File: config.mk
export PLATFORM = sky130hd
export DESIGN_NAME = scm_clock_manager
export DESIGN_NICKNAME = d
export VERILOG_FILES = /design/src/design/scm_clock_manager.v
export VERILOG_INCLUDE_DIRS = /design/src /design/src/design
export SDC_FILE = /design/constraint.sdc
export NUM_CORES = 1
export LEC_CHECK = 0
export BUFFER_PORTS_ARGS = -buffer_cell sky130_fd_sc_hd__buf_2
export CAP_MARGIN = 20
export CORE_ASPECT_RATIO = 0.6
export CORE_MARGIN = 2
export CORE_UTILIZATION = 40
export DETAILED_ROUTE_END_ITERATION = 6
export PLACE_DENSITY = 0.66
export SYNTH_ARGS = -nofsm -noshare
export SYNTH_HDL_FRONTEND = slang
export SYNTH_SLANG_ARGS = --single-unit
File: constraint.sdc
create_clock -name clk -period 25.1 [get_ports clk]
set_input_delay 5.02 -clock clk [delete_from_list [all_inputs] [get_ports clk]]
set_output_delay 5.02 -clock clk [all_outputs]
set_load 0.01 [all_outputs]
File: src/design/scm_defines.vh
// Purpose: Shared constants of the switching clock manager
// Assumes: 100 MHz system clock
// Notes:   Times in their own unit, cycle counts derived from them
`ifndef SCM_DEFINES_VH
`define SCM_DEFINES_VH

// System clock rate
`define SCM_CLK_MHZ            100
// Main frequency range and step, kHz
`define SCM_FMAIN_MIN_KHZ      12'h0_708
`define SCM_FMAIN_STEP_KHZ     12'h0_064
`define SCM_FMAIN_NOM_CODE     3'h4
// Accumulator increment per kHz: 2^32 / 100000 kHz, rounded
`define SCM_NCO_PER_KHZ        32'h0000_A7C6
// Spread spectrum: modulation frequency 9 kHz, 8 dwell slots per period
`define SCM_SSM_FREQ_KHZ       9
`define SCM_SSM_DWELL_CYC      ((`SCM_CLK_MHZ * 1000) / (`SCM_SSM_FREQ_KHZ * 8))
// Spread step 3.75% of the base frequency as a ratio
`define SCM_SSM_STEP_NUM       16'h0003
`define SCM_SSM_STEP_DEN       16'h0050
// External reference lost after 2 us without a rising edge
`define SCM_SYNC_LOSS_NS       2000
`define SCM_SYNC_LOSS_CYC      (`SCM_SYNC_LOSS_NS * `SCM_CLK_MHZ / 1000)
// Reset release delays, us, one per selection code
`define SCM_RESDEL0_US         200
`define SCM_RESDEL1_US         400
`define SCM_RESDEL2_US         800
`define SCM_RESDEL3_US         1600

`endif

File: src/design/scm_clock_manager.v
// Purpose: Switching clock manager: main clock, sync in/out, phases, spread spectrum, MCU reset delay
// Assumes: Config ports are on clk domain; external_sync_input and mcu_supply_ok are asynchronous
// Notes:   Converter clocks are square waves; sync_clock_output drives only while its enable is set
//          Removing the reference in sync mode stalls the clocks until loss is detected
//          Spread spectrum acts on the internal oscillator only, not on a locked reference
//          Step-up clock has no phase select and runs with the main clock
// Operation
// Main frequency 1800-2500 kHz, 100 kHz steps
// Converter and sync clocks from one main clock
// External sync off after reset
// Sync needs reference present and software enable
// External clock stays while synchronized
// Frequency change in sync settles quickly
// Sync output follows primary step-down frequency
// Sync output 50% duty, 0 or 180 degrees
// Sync output disabled until software enables
// Phase shift applied per converter clock
// Separate phase selects for three clocks
// Spread spectrum modulates the main clock
// Spread spectrum off until enable bit
// MCU reset held until supply good delay
// Sync disabled ignores the sync input
`timescale 1ns/10ps
`default_nettype none
`include "scm_defines.vh"

module scm_clock_manager #(
	parameter RESDEL0_CYC = `SCM_RESDEL0_US * `SCM_CLK_MHZ,
	parameter RESDEL1_CYC = `SCM_RESDEL1_US * `SCM_CLK_MHZ,
	parameter RESDEL2_CYC = `SCM_RESDEL2_US * `SCM_CLK_MHZ,
	parameter RESDEL3_CYC = `SCM_RESDEL3_US * `SCM_CLK_MHZ,
	parameter SSM_DWELL   = `SCM_SSM_DWELL_CYC
) (
	input  wire       clk,
	input  wire       reset,
	input  wire [2:0] main_freq_config,
	input  wire       sync_enable,
	input  wire       sync_out_enable,
	input  wire       primary_phase_sel,
	input  wire       secondary_phase_sel,
	input  wire       sync_out_phase_sel,
	input  wire       spread_spectrum_enable,
	input  wire [1:0] reset_release_delay,
	input  wire       mcu_supply_ok,
	input  wire       external_sync_input,
	output reg        primary_step_down_clk_q,
	output reg        secondary_step_down_clk_q,
	output reg        step_up_converter_clk_q,
	output reg        sync_clock_output_q,
	output reg        sync_clock_output_oe_q,
	output reg        sync_active_q,
	output reg        mcu_reset_output_n_q
);

	// Accumulator increment for a frequency in kHz
	function [31:0] nco_inc;
		input [11:0] khz;
		begin
			nco_inc = {20'h0_0000, khz} * `SCM_NCO_PER_KHZ;
		end
	endfunction

	reg  [1:0]  sync_in_q;
	reg  [1:0]  supply_q;
	reg         sync_prev_q;
	reg  [7:0]  sync_gap_q;
	reg  [7:0]  sync_period_q;
	reg  [7:0]  sync_phase_q;
	reg         ref_present_q;
	reg  [31:0] nco_q;
	reg  [2:0]  ssm_slot_q;
	reg  [19:0] ssm_dwell_q;
	reg  [19:0] reset_release_delay_cnt_q;
	reg  [11:0] base_khz;
	reg  [11:0] ssm_mag;
	reg  [15:0] ssm_wide;
	reg  [11:0] fmain_khz;
	reg  [19:0] reset_release_delay_lim;
	reg         main_clk;
	wire        sync_rise;

	// Loss limit cut to the width of the gap counter
	localparam [31:0] SYNC_LOSS_FULL = `SCM_SYNC_LOSS_CYC - 1;
	localparam [7:0]  SYNC_LOSS_LIM  = SYNC_LOSS_FULL[7:0];

	// Two-stage synchronisers for the asynchronous inputs
	always @(posedge clk or posedge reset) begin
		if (reset) begin
			sync_in_q <= 2'h0;
			supply_q  <= 2'h0;
		end else begin
			sync_in_q <= {sync_in_q[0], external_sync_input};
			supply_q  <= {supply_q[0], mcu_supply_ok};
		end
	end

	assign sync_rise = sync_in_q[1] & ~sync_prev_q;

	// Main frequency with spread-spectrum offset in 3.75% units
	always @* begin
		base_khz  = `SCM_FMAIN_MIN_KHZ + ({9'h000, main_freq_config} * `SCM_FMAIN_STEP_KHZ);
		ssm_wide  = ({4'h0, base_khz} * `SCM_SSM_STEP_NUM) / `SCM_SSM_STEP_DEN; // Wide product, no overflow
		ssm_mag   = ssm_wide[11:0];
		fmain_khz = base_khz;
		if (spread_spectrum_enable) begin
			case (ssm_slot_q)
				3'h1, 3'h3: fmain_khz = base_khz + ssm_mag;
				3'h2:       fmain_khz = base_khz + (ssm_mag << 1);
				3'h5, 3'h7: fmain_khz = base_khz - ssm_mag;
				3'h6:       fmain_khz = base_khz - (ssm_mag << 1);
				default:    fmain_khz = base_khz;
			endcase
		end
	end

	// Spread-spectrum triangle stepping, parked at centre when off
	always @(posedge clk or posedge reset) begin
		if (reset) begin
			ssm_slot_q  <= 3'h0;
			ssm_dwell_q <= 20'h0_0000;
		end else if (!spread_spectrum_enable) begin
			ssm_slot_q  <= 3'h0;
			ssm_dwell_q <= 20'h0_0000;
		end else if (ssm_dwell_q == SSM_DWELL[19:0] - 20'h0_0001) begin
			ssm_slot_q  <= ssm_slot_q + 3'h1;
			ssm_dwell_q <= 20'h0_0000;
		end else begin
			ssm_dwell_q <= ssm_dwell_q + 20'h0_0001;
		end
	end

	// Reference detection and period measurement on the sync input
	always @(posedge clk or posedge reset) begin
		if (reset) begin
			sync_prev_q   <= 1'b0;
			sync_gap_q    <= 8'h00;
			sync_period_q <= 8'h00;
			sync_phase_q  <= 8'h00;
			ref_present_q <= 1'b0;
		end else begin
			sync_prev_q <= sync_in_q[1];
			if (sync_rise) begin
				sync_period_q <= sync_gap_q + 8'h01;
				sync_gap_q    <= 8'h00;
				sync_phase_q  <= 8'h00; // Realign phase on each rising reference edge
				ref_present_q <= 1'b1;
			end else if (sync_gap_q == SYNC_LOSS_LIM) begin
				ref_present_q <= 1'b0; // Reference lost
			end else begin
				sync_gap_q   <= sync_gap_q + 8'h01;
				sync_phase_q <= sync_phase_q + 8'h01;
			end
		end
	end

	// Sync mode needs both the enable and a live reference
	always @(posedge clk or posedge reset) begin
		if (reset)
			sync_active_q <= 1'b0;
		else
			sync_active_q <= sync_enable & ref_present_q;
	end

	// Internal oscillator accumulator
	always @(posedge clk or posedge reset) begin
		if (reset)
			nco_q <= 32'h0000_0000;
		else
			nco_q <= nco_q + nco_inc(fmain_khz);
	end

	// Single main clock: internal or rebuilt 50% from the reference
	always @* begin
		if (sync_active_q)
			main_clk = sync_phase_q < {1'b0, sync_period_q[7:1]};
		else
			main_clk = nco_q[31];
	end

	// Converter and sync clocks, phase select on each except the step-up clock
	always @(posedge clk or posedge reset) begin
		if (reset) begin
			primary_step_down_clk_q   <= 1'b0;
			secondary_step_down_clk_q <= 1'b0;
			step_up_converter_clk_q   <= 1'b0;
			sync_clock_output_q       <= 1'b0;
			sync_clock_output_oe_q    <= 1'b0;
		end else begin
			primary_step_down_clk_q   <= main_clk ^ primary_phase_sel;
			secondary_step_down_clk_q <= main_clk ^ secondary_phase_sel;
			step_up_converter_clk_q   <= main_clk; // Step-up follows the main clock, no phase select R10
			sync_clock_output_q       <= sync_out_enable & (main_clk ^ sync_out_phase_sel);
			sync_clock_output_oe_q    <= sync_out_enable;
		end
	end

	// Selected reset release delay
	always @* begin
		case (reset_release_delay)
			2'h0:    reset_release_delay_lim = RESDEL0_CYC[19:0];
			2'h1:    reset_release_delay_lim = RESDEL1_CYC[19:0];
			2'h2:    reset_release_delay_lim = RESDEL2_CYC[19:0];
			default: reset_release_delay_lim = RESDEL3_CYC[19:0];
		endcase
	end

	// MCU reset held low until supply good for the delay
	always @(posedge clk or posedge reset) begin
		if (reset) begin
			reset_release_delay_cnt_q         <= 20'h0_0000;
			mcu_reset_output_n_q <= 1'b0;
		end else if (!supply_q[1]) begin
			reset_release_delay_cnt_q         <= 20'h0_0000;
			mcu_reset_output_n_q <= 1'b0;
		end else if (reset_release_delay_cnt_q >= reset_release_delay_lim) begin
			mcu_reset_output_n_q <= 1'b1;
		end else begin
			reset_release_delay_cnt_q <= reset_release_delay_cnt_q + 20'h0_0001;
		end
	end

endmodule
`default_nettype wire

==> results.json <==
{
  "status": "complete, no violations",
  "worst_slew_pin_slew_ps": 1025,
  "synth.top_cell.area_share": 0.2207,
  "grt_pass1_vias": 9110,
  "worstSkewPairLatency_ps": 370,
  "initial_utilization": 0.4035,
  "antennaDiodeCount": 0,
  "seq_area_frac_synth": 0.2207,
  "wl_per_cell_um": 15.06,
  "critPathKind": "primary input to register",
  "finalSetupViolCount": 0,
  "final_area_sq_um": 13310,
  "cts.sinks": 110,
  "finalHoldViolations": 0,
  "final_util": 0.4307,
  "drc": 0,
  "cts_hold_buf": 0,
  "postSynthCellCount": 1379,
  "max_cap_violations": 0,
  "grt_pass1_wl_mm": 46.15,
  "grt_use_total": 0.1714,
  "synth_warnings": 0,
  "cts_tree": "built",
  "cts_root_buf": "clkbuf_16",
  "crit_start": "main_freq_config[1]",
  "die_w_um": 232.0,
  "max-slew-margin-rel": 0.3163,
  "routed_wl_mm": 27.19,
  "rr_startpoint": "ssm_slot_q[0]",
  "cts_setup_buffers": 0,
  "syn_to_final_growth_pct": 6.742,
  "post-route-period-util": 0.7929,
  "nets": 1645,
  "synth_edf_count": 0,
  "min_path_type": "register to register",
  "yosysTopAreaCell": "dfrtp_1",
  "hpwlAfterDp_mm": 21.75,
  "multi_input_area_sq_um": 8984,
  "synth-async-reset-ratio": 1.000,
  "io_buffers": 21,
  "clock_skew_ps": 12.92,
  "netlist_area_sq_um": 12470,
  "fmax_ghz": 0.05025,
  "vias": 9753,
  "synth_nets": 1639,
  "regArea_sq_um": 2753,
  "dieArea_sq_um": 32650,
  "ant_nets": 0,
  "cp.required_ps": 25390,
  "path_clk_slew_ps": 70,
  "crit_path_end_kind": "register",
  "placed_cell_area_sq_um": 12990,
  "cts_buffer_depth": 2,
  "dr.pass1.iters": 5,
  "max_stage_delay_ps": 600,
  "io_pins": 22,
  "rsz0062_at_grt": "no",
  "cp_slowest_cell": "a211oi_2",
  "worstPathMaxFanout": 12,
  "rr_worst_depth": 43,
  "synth_ff_type": "dfrtp_1",
  "worst_path_most_repeated_cell": "ha_1",
  "cts_resized": 0,
  "cp-start-kind": "primary input",
  "crit_end": "nco_q[30]",
  "rows": 50,
  "viasPerCell": 5.400,
  "r2r-end": "nco_q[30]",
  "core_area_sq_um": 30900,
  "yosys_register_bits": 110,
  "drt_iter0_markers": 816,
  "r2r_slack_ps": 14110,
  "antenna_found_initial": 0,
  "drive_gt1_frac": 0.06906,
  "tns_ps": 0,
  "numCtsBuffers": 9,
  "synthTopCellsByArea": "dfrtp_1 22%, ha_1 19%, fa_1 8.5%",
  "slew_viol_final": 0,
  "arrival_ps": 20190,
  "syn_avg_cell_area_sq_um": 9.043,
  "gp_congestion": 0.9002,
  "period_needed_ps": 19900,
  "synth_cell_type_count": 98,
  "fp.dieH_um": 140.8,
  "htreeDepth": 3,
  "grt_max_degree": 69,
  "nFillCells": 2997,
  "globalRouteOverflowTotal": 0
}
==> synth_stat cells, types with 7 or more instances <==
master	count
and3_1	20
fa_1	53
a21o_1	27
nand3_1	40
and2_1	26
o211ai_1	7
inv_1	148
nor4_1	7
nand4_1	16
nand2_1	73
a21oi_1	81
nor3_1	33
clkbuf_1	27
xnor2_1	83
nor2b_1	14
or2_2	7
nand2b_1	12
xor2_1	45
dfrtp_1	110
ha_1	192
o21a_1	28
mux2i_1	14
a21boi_0	8
o21ai_0	37
a31oi_1	13
o21bai_1	15
or3_1	10
nor2_1	101
==> flip-flops by register name (all words and copies together) (netlist names) <==
| name | cells |
|---|---|
| sync_clock_output_oe_q | 1 |
| sync_gap_q | 8 |
| ssm_slot_q | 3 |
| sync_prev_q | 1 |
| step_up_converter_clk_q | 1 |
| supply_q | 2 |
| sync_clock_output_q | 1 |
| ref_present_q | 1 |
| ssm_dwell_q | 20 |
| mcu_reset_output_n_q | 1 |
| nco_q | 31 |
| secondary_step_down_clk_q | 1 |
| primary_step_down_clk_q | 1 |
| sync_period_q | 7 |
| reset_release_delay_cnt_q | 20 |
| sync_phase_q | 8 |
| sync_in_q | 2 |
| sync_active_q | 1 |
==> logic make-up (layout without fill, tap and decap cells) <==
| group | after synthesis | in the layout | share of synthesized area |
|---|---|---|---|
| simple gates | 386 | 386 | 0.1577 |
| compound gates | 299 | 299 | 0.1695 |
| fa+ha+maj | 247 | 247 | 0.2794 |
| buf+inv | 186 | 197 | 0.05909 |
| xor+xnor | 133 | 133 | 0.09822 |
| flops | 110 | 110 | 0.2207 |
| mux | 18 | 18 | 0.01535 |
==> cell type report <==
cell class                      instances  share of cell area
Clock buffer                            9             0.01692
Clock inverter                          7            0.006204
Inverter                              150             0.04249
Multi-Input combinational cell       1083              0.6749
Sequential cell                       110              0.2068
Tap cell                              416             0.03910
Timing Repair Buffer                   31             0.01363
==> worst max-delay path, delay by kind of cell <==
family          cells  cell delay, ps
simple gates        4             650
xor+xnor            5            1440
fa+ha+maj          12            4490
buf+inv             7            1190
compound gates     31            7370
==> layer usage <==
metal  track usage  part of all wire  vias up
met5             0                 0        -
met4       0.02126            0.0057        0
met3       0.03600             0.066       20
met2        0.2280              0.39      245
met1        0.2817              0.54     4687
li1              -                 -     4801
==> through the flow <==
stage / hold slack [ps] / setup WS, ps / instances
finish: 353.9 / 5198 / 1806
global placement: 332.8 / 5069 / 1788
detailed placement: 337.3 / 4655 / 1788
floorplan: 331.2 / 6841 / 1379
global route: 359.0 / 4016 / 1806
CTS: 354.9 / 4960 / 1804
==> layout by cell type, fill, tap and decap left out, types with 27 or more instances in the layout <==
cell type	instances
ha_1	192
xor2_1	45
nand3_1	40
xnor2_1	83
nor3_1	33
dfrtp_1	110
a21oi_1	81
o21a_1	28
fa_1	53
nand2_1	73
o21ai_0	37
nor2_1	101
inv_1	147
a21o_1	27
==> how the worst min path moves through the flow <==
stage | from | to | slack (ps) | cells past startpoint
6_report | sync_in_q[0] | sync_in_q[1] | 350 | 0
5_1_grt | sync_in_q[0] | sync_in_q[1] | 360 | 0
4_1_cts | supply_q[0] | supply_q[1] | 350 | 0
3_5_place_dp | supply_q[0] | supply_q[1] | 340 | 0
3_3_place_gp | sync_in_q[0] | sync_in_q[1] | 330 | 0
2_1_floorplan | supply_q[0] | supply_q[1] | 330 | 0
Power is not shown: default switching activity piles up to over one toggle a cycle in this logic, so the estimate is an artifact.
